## src/rtl/pmrsc_pkg.sv

```systemverilog
// pmrsc_pkg: register map, field layout, reset values and timing of the power-mode controller
package pmrsc_pkg;

  // ----------------------------------------------------------------
  // register indices; byte address is four times the index
  // ----------------------------------------------------------------
  localparam logic [9:0] PMRSC_IDX_CLOCK_CONTROL_REG  = 10'h0A3;
  localparam logic [9:0] PMRSC_IDX_POWER_DOWN_REG   = 10'h0A4;
  localparam logic [9:0] PMRSC_IDX_LFSEL    = 10'h0AD;
  localparam logic [9:0] PMRSC_IDX_IRQ_STAT = 10'h0B0;
  localparam logic [9:0] PMRSC_IDX_IRQ_MASK = 10'h0B1;
  localparam logic [9:0] PMRSC_IDX_MODE     = 10'h0B2;

  // ----------------------------------------------------------------
  // reset values
  // ----------------------------------------------------------------
  localparam logic [7:0] PMRSC_CLOCK_CONTROL_REG_RST = 8'h00;
  localparam logic [2:0] PMRSC_LFSEL_RST   = 3'h2;
  localparam logic [3:0] PMRSC_IRQ_RST     = 4'h0;

  // ----------------------------------------------------------------
  // field positions
  // ----------------------------------------------------------------
  localparam int PMRSC_CC_KEEP_XOSC  = 7;
  localparam int PMRSC_CC_OSC_LO     = 4;
  localparam int PMRSC_CC_XOSC_IRQEN = 3;
  localparam int PMRSC_LF_PHASE      = 7;
  localparam int PMRSC_LF_READY      = 6;
  localparam int PMRSC_LF_XOSC_ACT   = 3;
  localparam int PMRSC_PD_PIN        = 7;
  localparam int PMRSC_PD_TICK       = 6;
  localparam int PMRSC_PD_COMP       = 5;

  // oscillator start field codes
  localparam logic [1:0] PMRSC_OSC_BOTH    = 2'h0;
  localparam logic [1:0] PMRSC_OSC_RC_ONLY = 2'h1;
  localparam logic [1:0] PMRSC_OSC_XO_ONLY = 2'h2;

  // power-down codes and the "no low-frequency source" code
  localparam logic [2:0] PMRSC_PD_REG_RET = 3'h4;
  localparam logic [2:0] PMRSC_PD_STANDBY = 3'h7;
  localparam logic [2:0] PMRSC_LF_NONE    = 3'h7;

  // interrupt status bit positions
  localparam int PMRSC_EV_RET_WAKE = 0;
  localparam int PMRSC_EV_SBY_WAKE = 1;
  localparam int PMRSC_EV_XOSC_UP  = 2;
  localparam int PMRSC_EV_PD_ENTER = 3;

  // ----------------------------------------------------------------
  // timing
  // ----------------------------------------------------------------
  localparam int PMRSC_CLK_PERIOD_PS   = 8000;
  localparam int PMRSC_SBY_WAKE_NS     = 100;
  localparam int PMRSC_SBY_WAKE_CYC    = (PMRSC_SBY_WAKE_NS * 1000 / PMRSC_CLK_PERIOD_PS < 1) ? 1
                                       : PMRSC_SBY_WAKE_NS * 1000 / PMRSC_CLK_PERIOD_PS;
  localparam int PMRSC_LONG_PRE_US     = 100;
  localparam int PMRSC_LONG_PRE_CYC    = PMRSC_LONG_PRE_US * 1000000 / PMRSC_CLK_PERIOD_PS;
  localparam int PMRSC_SHORT_PRE_CYC   = 4;
  localparam int PMRSC_CNT_W           = 16;

  typedef enum logic [1:0] {
    PMRSC_ST_ACTIVE  = 2'b00,
    PMRSC_ST_STANDBY = 2'b01,
    PMRSC_ST_RETAIN  = 2'b10,
    PMRSC_ST_WAKE    = 2'b11
  } pmrsc_state_t;

endpackage : pmrsc_pkg

```

## src/rtl/pmrsc_ctrl.sv

```systemverilog
// pmrsc_ctrl: power-mode controller for register retention, standby and active
`timescale 1ns/10ps
`default_nettype none

// Operation
// - short pre-start on tick wake when allowed
// - no short pre-start if crystal not running
// - retention wakeup resumes, never resets system
// - standby also wakes on radio, misc irq
// - comparator ignored while in standby
// - standby stops cpu clock, resumes ~100 ns
// - standby keeps memories, regulator, crystal powered
// - code 100 to power-down register enters retention
// - active low-freq source selects timers-on retention
// - active mode powers memories, regulator, io, cpu clocked; oscillators follow start field
// - timers-on retention wakes on pin, tick, comparator
// - status bit shows crystal or rc system clock
module pmrsc_ctrl
  import pmrsc_pkg::*;
#(
  parameter int LONG_PRE_CYC  = PMRSC_LONG_PRE_CYC,
  parameter int SHORT_PRE_CYC = PMRSC_SHORT_PRE_CYC,
  parameter int SBY_WAKE_CYC  = PMRSC_SBY_WAKE_CYC
)(
  input  wire logic        CORE_CLK_I,
  input  wire logic        RST_I,
  // wishbone classic slave
  input  wire logic        CYC_I,
  input  wire logic        STB_I,
  input  wire logic        WE_I,
  input  wire logic [11:0] ADR_I,
  input  wire logic [3:0]  SEL_I,
  input  wire logic [31:0] DAT_I,
  output logic [31:0]      DAT_O,
  output logic             ACK_O,
  // wakeup sources and oscillator status
  input  wire logic        WAKE_PIN_I,
  input  wire logic        TIMER_TICK_I,
  input  wire logic        COMP_WAKE_I,
  input  wire logic        RADIO_IRQ_I,
  input  wire logic        MISC_IRQ_B_I,
  input  wire logic        CRYSTAL_OSC_16M_RUN_I,
  input  wire logic        LOW_FREQ_CLOCK_I,
  input  wire logic        LOW_FREQ_CLOCK_RDY_I,
  // power and clock controls
  output logic             CPU_CLK_EN_O,
  output logic             SYS_RESET_O,
  output logic             PROG_MEM_PWR_O,
  output logic             DATA_MEM_PWR_O,
  output logic             VOLTAGE_REGULATOR_EN_O,
  output logic             CRYSTAL_OSC_16M_EN_O,
  output logic             RC_OSC_16M_A_EN_O,
  output logic             LF_TIMERS_EN_O,
  output logic             IO_ACTIVE_O,
  output logic [1:0]       MODE_O,
  output logic             IRQ_O
);

  // ----------------------------------------------------------------
  // bus decode
  // ----------------------------------------------------------------
  logic       req;
  logic       wr_acc;
  logic       rd_acc;
  logic [9:0] idx;
  logic       lane0;

  assign req    = CYC_I && STB_I && !ACK_O;
  assign idx    = ADR_I[11:2];
  assign lane0  = SEL_I[0];
  assign wr_acc = req && WE_I && lane0;
  assign rd_acc = req && !WE_I;

  // ----------------------------------------------------------------
  // registers
  // ----------------------------------------------------------------
  logic [7:0]   clock_control_reg_q;
  logic [2:0]   lf_sel_q;
  logic [2:0]   wake_flags_q;
  logic [3:0]   irq_stat_q;
  logic [3:0]   irq_mask_q;
  pmrsc_state_t state_q;
  logic         timers_on_q;
  logic         short_ok_q;
  logic         xosc_run_q;

  always_ff @(posedge CORE_CLK_I or posedge RST_I)
  begin
    if (RST_I)
    begin
      clock_control_reg_q <= PMRSC_CLOCK_CONTROL_REG_RST;
      lf_sel_q            <= PMRSC_LFSEL_RST;
      irq_mask_q          <= PMRSC_IRQ_RST;
    end
    else if (wr_acc)
    begin
      if (idx == PMRSC_IDX_CLOCK_CONTROL_REG)
        clock_control_reg_q <= DAT_I[7:0];
      if (idx == PMRSC_IDX_LFSEL)
        lf_sel_q <= DAT_I[2:0];
      if (idx == PMRSC_IDX_IRQ_MASK)
        irq_mask_q <= DAT_I[3:0];
    end
  end

  // ----------------------------------------------------------------
  // power-down request
  // ----------------------------------------------------------------
  logic pd_ret_req;
  logic pd_sby_req;

  // only accepted from active: the cpu is the sole writer of the code
  assign pd_ret_req = wr_acc && idx == PMRSC_IDX_POWER_DOWN_REG && state_q == PMRSC_ST_ACTIVE
                      && DAT_I[2:0] == PMRSC_PD_REG_RET;
  assign pd_sby_req = wr_acc && idx == PMRSC_IDX_POWER_DOWN_REG && state_q == PMRSC_ST_ACTIVE
                      && DAT_I[2:0] == PMRSC_PD_STANDBY;

  // ----------------------------------------------------------------
  // wakeup qualification
  // ----------------------------------------------------------------
  logic ret_pin;
  logic ret_tick;
  logic ret_comp;
  logic ret_wake;
  logic sby_wake;
  logic tick_short;

  assign ret_pin  = state_q == PMRSC_ST_RETAIN && WAKE_PIN_I;
  assign ret_tick = state_q == PMRSC_ST_RETAIN && timers_on_q && TIMER_TICK_I;
  assign ret_comp = state_q == PMRSC_ST_RETAIN && timers_on_q && COMP_WAKE_I;
  assign ret_wake = ret_pin || ret_tick || ret_comp;

  // comparator deliberately absent from the standby set
  assign sby_wake = state_q == PMRSC_ST_STANDBY
                    && (WAKE_PIN_I || TIMER_TICK_I
                        || RADIO_IRQ_I || MISC_IRQ_B_I);

  // pin wins over tick when both arrive, so the long start-up applies
  assign tick_short = ret_tick && !ret_pin && short_ok_q;

  // ----------------------------------------------------------------
  // start-up delay
  // ----------------------------------------------------------------
  logic                   wait_load;
  logic [PMRSC_CNT_W-1:0] wait_cnt;
  logic                   wait_done;

  assign wait_load = ret_wake || sby_wake;

  always_comb
  begin
    if (sby_wake)
      wait_cnt = PMRSC_CNT_W'(SBY_WAKE_CYC);
    else if (tick_short)
      wait_cnt = PMRSC_CNT_W'(SHORT_PRE_CYC);
    else
      wait_cnt = PMRSC_CNT_W'(LONG_PRE_CYC);
  end

  pmrsc_wait #(
    .W (PMRSC_CNT_W)
  ) u_wait (
    .clk_i   (CORE_CLK_I),
    .rst_i   (RST_I),
    .load_i  (wait_load),
    .count_i (wait_cnt),
    .done_o  (wait_done)
  );

  // ----------------------------------------------------------------
  // mode state machine
  // ----------------------------------------------------------------
  always_ff @(posedge CORE_CLK_I or posedge RST_I)
  begin
    if (RST_I)
    begin
      state_q     <= PMRSC_ST_ACTIVE;
      timers_on_q <= 1'b0;
      short_ok_q  <= 1'b0;
    end
    else
    begin
      unique case (state_q)
        PMRSC_ST_ACTIVE:
        begin
          if (pd_ret_req)
          begin
            state_q     <= PMRSC_ST_RETAIN;
            timers_on_q <= lf_sel_q != PMRSC_LF_NONE;
            // oscillator field is sampled only at entry
            short_ok_q  <= xosc_run_q
                           && (clock_control_reg_q[PMRSC_CC_OSC_LO +: 2] == PMRSC_OSC_RC_ONLY
                               || clock_control_reg_q[PMRSC_CC_KEEP_XOSC]);
          end
          else if (pd_sby_req)
            state_q <= PMRSC_ST_STANDBY;
        end
        PMRSC_ST_STANDBY:
        begin
          if (sby_wake)
            state_q <= PMRSC_ST_WAKE;
        end
        PMRSC_ST_RETAIN:
        begin
          if (ret_wake)
            state_q <= PMRSC_ST_WAKE;
        end
        PMRSC_ST_WAKE:
        begin
          // cpu clock returns only once supplies are up, so no instruction is lost
          if (wait_done)
            state_q <= PMRSC_ST_ACTIVE;
        end
      endcase
    end
  end

  // ----------------------------------------------------------------
  // wake flags: set on retention wake, cleared by read or power-down entry
  // ----------------------------------------------------------------
  logic       pd_read;
  logic [2:0] wake_set;

  assign pd_read  = rd_acc && idx == PMRSC_IDX_POWER_DOWN_REG;
  assign wake_set = {ret_pin, ret_tick, ret_comp};

  always_ff @(posedge CORE_CLK_I or posedge RST_I)
  begin
    if (RST_I)
      wake_flags_q <= 3'h0;
    else if (pd_read || pd_ret_req || pd_sby_req)
      wake_flags_q <= wake_set;
    else
      wake_flags_q <= wake_flags_q | wake_set;
  end

  // ----------------------------------------------------------------
  // interrupt status: write one to clear, set wins over clear
  // ----------------------------------------------------------------
  logic [3:0] ev;
  logic       xosc_rise;

  always_ff @(posedge CORE_CLK_I or posedge RST_I)
  begin
    if (RST_I)
      xosc_run_q <= 1'b0;
    else
      xosc_run_q <= CRYSTAL_OSC_16M_RUN_I;
  end

  assign xosc_rise = CRYSTAL_OSC_16M_RUN_I && !xosc_run_q
                     && clock_control_reg_q[PMRSC_CC_XOSC_IRQEN];

  always_comb
  begin
    ev                    = 4'h0;
    ev[PMRSC_EV_RET_WAKE] = ret_wake;
    ev[PMRSC_EV_SBY_WAKE] = sby_wake;
    ev[PMRSC_EV_XOSC_UP]  = xosc_rise;
    ev[PMRSC_EV_PD_ENTER] = pd_ret_req || pd_sby_req;
  end

  always_ff @(posedge CORE_CLK_I or posedge RST_I)
  begin
    if (RST_I)
      irq_stat_q <= PMRSC_IRQ_RST;
    else if (wr_acc && idx == PMRSC_IDX_IRQ_STAT)
      irq_stat_q <= (irq_stat_q & ~DAT_I[3:0]) | ev;
    else
      irq_stat_q <= irq_stat_q | ev;
  end

  assign IRQ_O = |(irq_stat_q & irq_mask_q);

  // ----------------------------------------------------------------
  // bus answer: one wait state, unmapped reads return zero
  // ----------------------------------------------------------------
  logic [7:0] rd_d;

  always_comb
  begin
    rd_d = 8'h00;
    unique case (idx)
      PMRSC_IDX_CLOCK_CONTROL_REG:  rd_d = clock_control_reg_q;
      PMRSC_IDX_POWER_DOWN_REG:   rd_d = {wake_flags_q, 5'h00};
      PMRSC_IDX_LFSEL:    rd_d = {LOW_FREQ_CLOCK_I, LOW_FREQ_CLOCK_RDY_I, 2'h0,
                                  xosc_run_q, lf_sel_q};
      PMRSC_IDX_IRQ_STAT: rd_d = {4'h0, irq_stat_q};
      PMRSC_IDX_IRQ_MASK: rd_d = {4'h0, irq_mask_q};
      PMRSC_IDX_MODE:     rd_d = {5'h00, timers_on_q, state_q};
      default:            rd_d = 8'h00;
    endcase
  end

  always_ff @(posedge CORE_CLK_I or posedge RST_I)
  begin
    if (RST_I)
    begin
      ACK_O <= 1'b0;
      DAT_O <= 32'h0000_0000;
    end
    else
    begin
      ACK_O <= req;
      if (rd_acc)
        DAT_O <= {24'h00_0000, rd_d};
    end
  end

  // ----------------------------------------------------------------
  // power and clock outputs
  // ----------------------------------------------------------------
  logic is_act;
  logic is_sby;
  logic is_ret;
  logic xo_field;
  logic rc_field;

  assign is_act   = state_q == PMRSC_ST_ACTIVE;
  assign is_sby   = state_q == PMRSC_ST_STANDBY;
  assign is_ret   = state_q == PMRSC_ST_RETAIN;
  assign xo_field = clock_control_reg_q[PMRSC_CC_OSC_LO +: 2] != PMRSC_OSC_RC_ONLY;
  assign rc_field = clock_control_reg_q[PMRSC_CC_OSC_LO +: 2] != PMRSC_OSC_XO_ONLY;

  always_ff @(posedge CORE_CLK_I or posedge RST_I)
  begin
    if (RST_I)
    begin
      CPU_CLK_EN_O           <= 1'b1;
      SYS_RESET_O            <= 1'b0;
      PROG_MEM_PWR_O         <= 1'b1;
      DATA_MEM_PWR_O         <= 1'b1;
      VOLTAGE_REGULATOR_EN_O <= 1'b1;
      CRYSTAL_OSC_16M_EN_O   <= 1'b1;
      RC_OSC_16M_A_EN_O      <= 1'b1;
      LF_TIMERS_EN_O         <= 1'b1;
      IO_ACTIVE_O            <= 1'b1;
      MODE_O                 <= 2'b00;
    end
    else
    begin
      CPU_CLK_EN_O           <= is_act;
      SYS_RESET_O            <= 1'b0;
      PROG_MEM_PWR_O         <= !is_ret;
      DATA_MEM_PWR_O         <= !is_ret;
      // pre-start brings the regulator up during the wake wait
      VOLTAGE_REGULATOR_EN_O <= !is_ret;
      CRYSTAL_OSC_16M_EN_O   <= is_sby
                                || (is_ret && clock_control_reg_q[PMRSC_CC_KEEP_XOSC])
                                || (!is_sby && !is_ret && xo_field);
      RC_OSC_16M_A_EN_O      <= !is_sby && !is_ret && rc_field;
      LF_TIMERS_EN_O         <= !is_ret || timers_on_q;
      IO_ACTIVE_O            <= !is_ret;
      MODE_O                 <= state_q;
    end
  end

endmodule : pmrsc_ctrl
`default_nettype wire

```

## src/rtl/pmrsc_wait.sv

```systemverilog
// pmrsc_wait: load-and-count-down delay used for wakeup start-up times
`timescale 1ns/10ps
`default_nettype none
module pmrsc_wait
  import pmrsc_pkg::*;
#(
  parameter int W = PMRSC_CNT_W
)(
  input  wire logic         clk_i,
  input  wire logic         rst_i,
  input  wire logic         load_i,
  input  wire logic [W-1:0] count_i,
  output logic              done_o
);

  logic [W-1:0] cnt_q;
  logic         run_q;

  // done pulses once when the loaded count has fully elapsed
  always_ff @(posedge clk_i or posedge rst_i)
  begin
    if (rst_i)
    begin
      cnt_q  <= '0;
      run_q  <= 1'b0;
      done_o <= 1'b0;
    end
    else if (load_i)
    begin
      cnt_q  <= count_i;
      run_q  <= 1'b1;
      done_o <= 1'b0;
    end
    else
    begin
      done_o <= run_q && (cnt_q <= W'(1));
      if (run_q)
      begin
        cnt_q <= (cnt_q == '0) ? '0 : cnt_q - W'(1);
        run_q <= (cnt_q > W'(1));
      end
    end
  end

endmodule : pmrsc_wait
`default_nettype wire

```

## config.mk

```make
export PLATFORM = sky130hd
export DESIGN_NAME = pmrsc_ctrl
export DESIGN_NICKNAME = d
export VERILOG_FILES = /design/src/rtl/pmrsc_pkg.sv /design/src/rtl/pmrsc_ctrl.sv /design/src/rtl/pmrsc_wait.sv
export SDC_FILE = /design/constraint.sdc
export NUM_CORES = 1
export LEC_CHECK = 0
export BUFFER_PORTS_ARGS = -buffer_cell sky130_fd_sc_hd__clkbuf_2
export CORE_MARGIN = 1
export CORE_UTILIZATION = 47
export DETAILED_ROUTE_END_ITERATION = 8
export GPL_TIMING_DRIVEN = 0
export PLACE_DENSITY = 0.77
export SETUP_SLACK_MARGIN = 0.1
export SYNTH_ARGS = -nofsm -noshare
export SYNTH_HDL_FRONTEND = slang
export SYNTH_HIERARCHICAL = 1
export SYNTH_SLANG_ARGS = --single-unit
export TNS_END_PERCENT = 100
```

## constraint.sdc

```tcl
create_clock -name CORE_CLK_I -period 2.5 [get_ports CORE_CLK_I]
set_input_delay 0.5 -clock CORE_CLK_I [delete_from_list [all_inputs] [get_ports CORE_CLK_I]]
set_output_delay 0.5 -clock CORE_CLK_I [all_outputs]
set_load 0.01 [all_outputs]
```

==> impl_metrics.py, run 1 <==
metrics = {
    "routing": {
        "viasPerCell": 5.234,
        "first_pass_iters": 4,
        "route.final.wire_length_um": 7771,
        "route.detailed.wl_per_inst_um": 14.44,
        "drc": 0,
        "antenna_violating_nets_post_route": 0,
        "dr.first_iter.drc_count": 145,
        "detailroute.via_count": 2816,
    },
    "global_route": {
        "global_route_wire_length_before_repair_um": 13120,
        "grt_use_met1": 0.2801,
        "use_met2": 0.3807,
        "grt_met3_use": 0.06598,
        "grt_pass1_vias": 2728,
        "grt_remaining_overflow": 0,
        "total_grt_usage": 0.2270,
        "antenna_found_initial": 0,
        "grt_start_max_net_pins": 44,
        "busiest_grt_layer": "met2",
    },
    "die": {
        "core_um2": 6944,
        "ioPinCount": 106,
        "dieWidth_um": 87.64,
        "die_area_um2": 7681,
        "initial_core_util": 0.4964,
        "std_cell_rows": 30,
        "die_h_um": 87.64,
    },
    "final_layout": {
        "design.final.nets": 505,
        "final-instance-count-excl-fill": 538,
        "ratio_of_cells_with_drive_above_1_in_the_final_layout": 0.2738,
        "layout.cell_area.non_filler_um2": 4180,
        "final_common_cell": "sky130_fd_sc_hd__dfrtp_1",
        "commonest_cells_after_routing_fill_and_taps_aside": "55 x sky130_fd_sc_hd__dfrtp_1, 50 x sky130_fd_sc_hd__clkbuf_2, 35 x sky130_fd_sc_hd__conb_1, 31 x sky130_fd_sc_hd__nand2_1, 29 x sky130_fd_sc_hd__buf_4",
        "postLayoutCoreUtil": 0.6020,
        "diodes": 0,
        "area.growth.synth_to_final_pct": 21.27,
    },
    "setup_path": {
        "worstRegToRegCells": 9,
        "crit_path_max_incr_delay_ns": 0.48,
        "rr_startpoint": "state_q[1]",
        "cp-startpoint": "state_q[1]",
        "r2r_slack_ns": 0.24,
        "slowest_stage": "sky130_fd_sc_hd__or4_4",
        "path_class": "reg2reg",
        "reg2reg_to": "u_wait/cnt_q[9]",
        "crit_arrival_ns": 2.48,
        "worst_setup_path_start_kind": "flop",
        "crit_chain": "inv_1 > ha_1 > nor2b_4 > a21o_4 > nor2_1 > or4_4 > nor4_4 > xnor2_1 > o21ai_2",
        "critical_path_required_ns": 2.72,
        "cp-end-kind": "flop",
        "path_max_fanout": 10,
    },
    "run_status": {
        "run_status": "complete, no violations",
    },
    "sta": {
        "grt_setup_unrepaired": "no",
        "final_period_minus_worst_setup_slack_ns": 2.257,
        "post_layout_worst_setup_margin_ns": 0.2434,
        "report.final.slew_viol_count": 0,
        "clock_skew_ns": 0.007010,
        "max_freq_ghz": 0.4431,
        "timing_worst_slew_pin_value_ns": 0.8728,
        "maxSlewHeadroom": 0.4173,
        "finalHoldViolCount": 0,
        "final_min_period_over_clock_period": 0.9026,
        "finalSetupViolCount": 0,
    },
    "place": {
        "postPlaceCellArea_um2": 3936,
        "post_placement_worst_setup_slack_ns": -0.1995,
        "placed_instance_count": 523,
        "detailed_place_hpwl_um": 5757,
        "gpl.final_weighted_congestion": 0.8397,
        "buffer_ports.inserted": 49,
    },
    "synth": {
        "yosys_warnings": 6,
        "synth-edff-count": 0,
        "yosysUniqueCellTypes": 65,
        "synth-async-reset-ratio": 1.000,
        "netlist_instances": 345,
        "post_synth_instance_area_um2": 3447,
        "seq_area_frac_synth": 0.4450,
        "synth_ff_type": "sky130_fd_sc_hd__dfrtp_1",
        "synth-seq-cells": 61,
        "post_synth.cell_area_avg_um2": 9.991,
    },
    "clocking": {
        "clockRootBuffer": "sky130_fd_sc_hd__clkbuf_8",
        "post_cts_buffers": 0,
        "cts.sinks": 61,
        "htree_num_levels": 3,
        "worst_skew_pair.late_latency_ns": 0.34,
        "tritoncts_clock_tree": "done",
        "cts.clk_slew.worst_paths_ns": 0.07,
        "cts_resized": 4,
        "cts_inserted_buffers": 9,
        "clockBufferDepth": 2,
        "hold_buffers": 0,
    },
    "min_path": {
        "min-delay-path-class": "in2async",
    },
    "power_and_ir_drop": {
        "vdd.ir_drop.worst_v": 0.0006173,
        "total_power_w": 0.003803,
        "leakage_nw": 2.027,
        "power_density_nw_per_um2": 909.7,
    },
    "run": {
        "drv.max_cap_violation_count": 0,
    },
}
routing by layer:
metal	up-vias	wire length, um	share of wire
li1	1370	-	-
met1	1357	3314	0.43
met2	81	3944	0.51
met3	8	435	0.056
met4	0	76	0.0098
met5	-	0	0
sequential cells by signal (all words and copies together), names as in the netlist:
signal / cells
irq_mask_q: 4
xosc_run_q: 1
CRYSTAL_OSC_16M_EN_O: 1
u_wait/done_o: 1
wake_flags_q: 3
irq_stat_q: 4
clock_control_reg_q: 8
lf_sel_q: 3
u_wait/run_q: 1
LF_TIMERS_EN_O: 1
ACK_O: 1
state_q: 2
timers_on_q: 1
DAT_O: 8
CPU_CLK_EN_O: 1
RC_OSC_16M_A_EN_O: 1
MODE_O: 2
short_ok_q: 1
IO_ACTIVE_O: 1
u_wait/cnt_q: 16
synthesized netlist by cell type, types with 3 or more instances:
master | instances | share of area
sky130_fd_sc_hd__a21o_1 | 6 | 0.013
sky130_fd_sc_hd__o21ai_0 | 13 | 0.019
sky130_fd_sc_hd__buf_2 | 4 | 0.0058
sky130_fd_sc_hd__nor4_1 | 6 | 0.011
sky130_fd_sc_hd__mux2_1 | 16 | 0.052
sky130_fd_sc_hd__inv_1 | 10 | 0.011
sky130_fd_sc_hd__mux2i_1 | 5 | 0.015
sky130_fd_sc_hd__nor3_1 | 6 | 0.0087
sky130_fd_sc_hd__xnor2_1 | 8 | 0.020
sky130_fd_sc_hd__nand3_1 | 9 | 0.013
sky130_fd_sc_hd__clkbuf_1 | 7 | 0.0076
sky130_fd_sc_hd__dfrtp_1 | 55 | 0.40
sky130_fd_sc_hd__o21ai_1 | 14 | 0.020
sky130_fd_sc_hd__nand2b_1 | 5 | 0.0091
sky130_fd_sc_hd__nor2_1 | 16 | 0.017
sky130_fd_sc_hd__a22oi_1 | 3 | 0.0065
sky130_fd_sc_hd__a21oi_1 | 10 | 0.015
sky130_fd_sc_hd__a32o_1 | 4 | 0.012
sky130_fd_sc_hd__a22o_1 | 5 | 0.013
sky130_fd_sc_hd__nand2_1 | 31 | 0.034
sky130_fd_sc_hd__dfstp_2 | 6 | 0.046
sky130_fd_sc_hd__buf_4 | 29 | 0.063
sky130_fd_sc_hd__nor3b_1 | 4 | 0.0087
sky130_fd_sc_hd__nor2b_1 | 7 | 0.013
sky130_fd_sc_hd__and3_1 | 5 | 0.0091
sky130_fd_sc_hd__a2bb2oi_1 | 3 | 0.0076
sky130_fd_sc_hd__ha_1 | 7 | 0.025
where the power goes:
| group | leakage, nW | switching, W | internal, W |
|---|---|---|---|
| Clock | 0.116 | 0.000378 | 0.000613 |
| Combinational | 1.15 | 0.000747 | 0.000585 |
| Sequential | 0.759 | 0.000244 | 0.00124 |
| Total | 2.03 | 0.00137 | 0.00243 |
worst max path at each step:
| stage | end | slack (ns) | cells after the start |
|---|---|---|---|
| global placement | u_wait/cnt_q[1] | -0.16 | 8 |
| finish | u_wait/cnt_q[9] | 0.24 | 9 |
| CTS | u_wait/cnt_q[9] | 0.17 | 9 |
| floorplan | u_wait/cnt_q[9] | 0.19 | 10 |
| detailed placement | u_wait/cnt_q[1] | -0.20 | 8 |
| global route | u_wait/cnt_q[9] | 0.11 | 9 |
cells by family after synthesis:
kind of cell | Yosys count | synth area share
other cells | 2 | 0.002179
fa+ha+maj | 7 | 0.02541
xor+xnor | 8 | 0.02033
buf+inv | 53 | 0.09074
mux | 22 | 0.07005
simple gates | 113 | 0.1906
flops | 61 | 0.4450
compound gates | 79 | 0.1557
per-stage QoR:
step | setup TNS, ns | hold slack (ns)
6_report | 0 | 0.2656
5_1_grt | 0 | 0.2633
4_1_cts | 0 | 0.2744
3_5_place_dp | -1.311 | 0.4765
3_3_place_gp | -0.9782 | 0.4684
2_1_floorplan | 0 | 0.4235
critical path: cells and delay by family (launching register included):
kind	cells	cell delay, ns
buffers and inverters	1	0.12
AND/OR/NAND/NOR	4	0.95
flip-flops	1	0.47
AO/OA/AOI/OAI	2	0.22
adder cells (fa/ha/maj)	1	0.21
XOR/XNOR	1	0.17
layout make-up:
class	count	area [um2]
Multi-Input combinational cell	264	1744
Buffer	40	266.5
Clock inverter	4	70.07
Sequential cell	61	1534
Clock buffer	12	155.1
Inverter	12	45.04
Tap cell	96	120.1
Fill cell	613	2764
Timing Repair Buffer	49	245.2
Power figures use the tool's default switching activity.
==> run 2: changes to the inputs <==
clock period = 1.8 ns   (was 2.5 ns; I/O delays follow)
==> impl_metrics.py, run 2 (synthesis gave the netlist of run 1 again) <==
metrics = {
    "run_status": {
        "run_status": "finished with violations",
        "failed_checks": "negative setup slack",
    },
    "sta": {
        "final_min_period_over_clock_period": 1.181,
        "timing.setup.tns_ns": -2.574,
        "grt_setup_unrepaired": "yes",
        "hold_ws_ns": 0.1220,
        "maxSlewHeadroom": 0.4098,
        "finalSetupViolCount": 17,
        "timing_worst_slew_pin_value_ns": 0.8841,
        "max_freq_ghz": 0.4703,
        "finalHoldViolCount": 0,
        "final_period_minus_worst_setup_slack_ns": 2.126,
        "report.final.slew_viol_count": 0,
        "post_layout_worst_setup_margin_ns": -0.3265,
        "clock_skew_ns": 0.009461,
    },
    "routing": {
        "dr.first_iter.drc_count": 224,
        "detailroute.via_count": 3104,
        "drc": 0,
        "antenna_violating_nets_post_route": 0,
        "viasPerCell": 5.455,
        "route.final.wire_length_um": 9759,
        "route.detailed.wl_per_inst_um": 17.15,
        "first_pass_iters": 4,
    },
    "setup_path": {
        "worst_setup_path_start_kind": "flop",
        "cp-end-kind": "flop",
        "path_max_fanout": 4,
        "critical_path_required_ns": 2.02,
        "path_class": "reg2reg",
        "crit_arrival_ns": 2.35,
    },
    "final_layout": {
        "top_register": "u_wait/cnt_q",
        "design.final.nets": 536,
        "ratio_of_cells_with_drive_above_1_in_the_final_layout": 0.4313,
        "commonest_cells_after_routing_fill_and_taps_aside": "49 x sky130_fd_sc_hd__buf_4, 49 x sky130_fd_sc_hd__clkbuf_2, 47 x sky130_fd_sc_hd__dfrtp_1, 35 x sky130_fd_sc_hd__conb_1, 29 x sky130_fd_sc_hd__nand2_1",
        "postLayoutCoreUtil": 0.6962,
        "area.growth.synth_to_final_pct": 40.25,
        "diodes": 0,
        "n_fill_cell": 460,
        "layout_top_registers": "u_wait/cnt_q x16, DAT_O x8, clock_control_reg_q x8",
        "number_of_flip_flops_in_the_largest_register": 16,
        "layout.cell_area.non_filler_um2": 4835,
    },
    "clocking": {
        "cts.sinks": 61,
        "worst_skew_pair.late_latency_ns": 0.34,
        "cts_inserted_buffers": 9,
        "htree_num_levels": 3,
        "clockBufferDepth": 2,
        "tritoncts_clock_tree": "done",
        "cts.clk_slew.worst_paths_ns": 0.07,
        "hold_buffers": 0,
        "clockRootBuffer": "sky130_fd_sc_hd__clkbuf_8",
    },
    "die": {
        "initial_core_util": 0.4964,
        "core_um2": 6944,
        "ioPinCount": 106,
        "die_area_um2": 7681,
        "die_h_um": 87.64,
        "dieWidth_um": 87.64,
        "std_cell_rows": 30,
    },
    "run": {
        "drv.max_cap_violation_count": 0,
    },
    "place": {
        "post_placement_worst_setup_slack_ns": -0.4712,
        "gpl.final_weighted_congestion": 0.8727,
        "detailed_place_hpwl_um": 5729,
        "buffer_ports.inserted": 49,
        "postPlaceCellArea_um2": 4013,
    },
    "global_route": {
        "grt_remaining_overflow": 0,
        "total_grt_usage": 0.2366,
        "global_route_wire_length_before_repair_um": 13810,
        "antenna_found_initial": 0,
        "grt_start_max_net_pins": 44,
        "grt_pass1_vias": 2867,
    },
    "power_and_ir_drop": {
        "vdd.ir_drop.worst_v": 0.0007592,
        "leakage_nw": 2.299,
        "power_density_nw_per_um2": 1395,
    },
    "min_path": {
        "min-delay-path-class": "in2async",
    },
}
## run 2: changes by cell type in the layout (fill, tap and decap cells not counted), moves of 6 or more
cell / delta
sky130_fd_sc_hd__dfrtp_1: -8
sky130_fd_sc_hd__dfrtp_2: +8
sky130_fd_sc_hd__buf_4: +20
sky130_fd_sc_hd__nor4_4: +7
sky130_fd_sc_hd__nor4_1: -6
sky130_fd_sc_hd__buf_6: +6
## run 2: final timing paths
| path | cells after the start | endpoint | start | slack [ns] |
|---|---|---|---|---|
| setup reg to reg | 6 | u_wait/cnt_q[7] | u_wait/cnt_q[3] | -0.33 |
| hold / removal | 2 | u_wait/cnt_q[11] | RST_I | 0.12 |
| max in group asynchronous | 2 | state_q[0] | RST_I | 0.97 |
| min in group CORE_CLK_I | 1 | xosc_run_q | CRYSTAL_OSC_16M_RUN_I | 0.14 |
| hold reg to reg | 1 | RC_OSC_16M_A_EN_O | clock_control_reg_q[5] | 0.48 |
| setup / recovery | 6 | u_wait/cnt_q[7] | u_wait/cnt_q[3] | -0.33 |
## run 2: power breakdown
group / switching [W] / leakage (nW) / internal [W]
sequential: 0.000431 / 0.750 / 0.00173
clock: 0.000558 / 0.112 / 0.000814
combinational: 0.00157 / 1.44 / 0.00164
total: 0.00256 / 2.30 / 0.00418
## run 2: layer usage
metal / up-vias / global-route usage / wire length [um]
met2: 147 / 0.3807 / 4733
met1: 1498 / 0.2999 / 4069
li1: 1423 / - / -
met5: - / 0 / 0
met3: 36 / 0.04901 / 593
met4: 0 / 0.1282 / 363
## run 2: layout make-up
class | count | area, um2 | share of cell area
well taps | 96 | 120.1 | 0.02484
plain buffers | 41 | 327.8 | 0.06781
flip-flops and latches | 61 | 1544 | 0.3194
repair buffers | 79 | 558.0 | 0.1154
clock inverters | 6 | 86.33 | 0.01786
clock buffers | 10 | 137.6 | 0.02847
multi-input cells | 264 | 2011 | 0.4159
inverters | 12 | 50.05 | 0.01035
## run 2: critical path, cell delays in order, from the launching register on
cell and delay (ns):
sky130_fd_sc_hd__dfrtp_2 0.43, sky130_fd_sc_hd__or4_4 0.59, sky130_fd_sc_hd__or4_4 0.56, sky130_fd_sc_hd__buf_6 0.15
sky130_fd_sc_hd__nor2_4 0.07, sky130_fd_sc_hd__xnor2_1 0.12, sky130_fd_sc_hd__o21ai_1 0.08
## run 2: repair_timing
action / in CTS / in global routing
setup endpoints to repair: 37 / 25
gates resized for setup: 48 / 35
buffers inserted: 18 / 10
cloned: 0 / 3
pin swaps: 10 / 20
## run 2: per-stage QoR
step           total power (W)  instances
2_1_floorplan         0.003448        378
3_3_place_gp          0.003937        523
3_5_place_dp          0.003992        523
4_1_cts               0.005904        557
5_1_grt               0.007071        569
6_report              0.006744        569
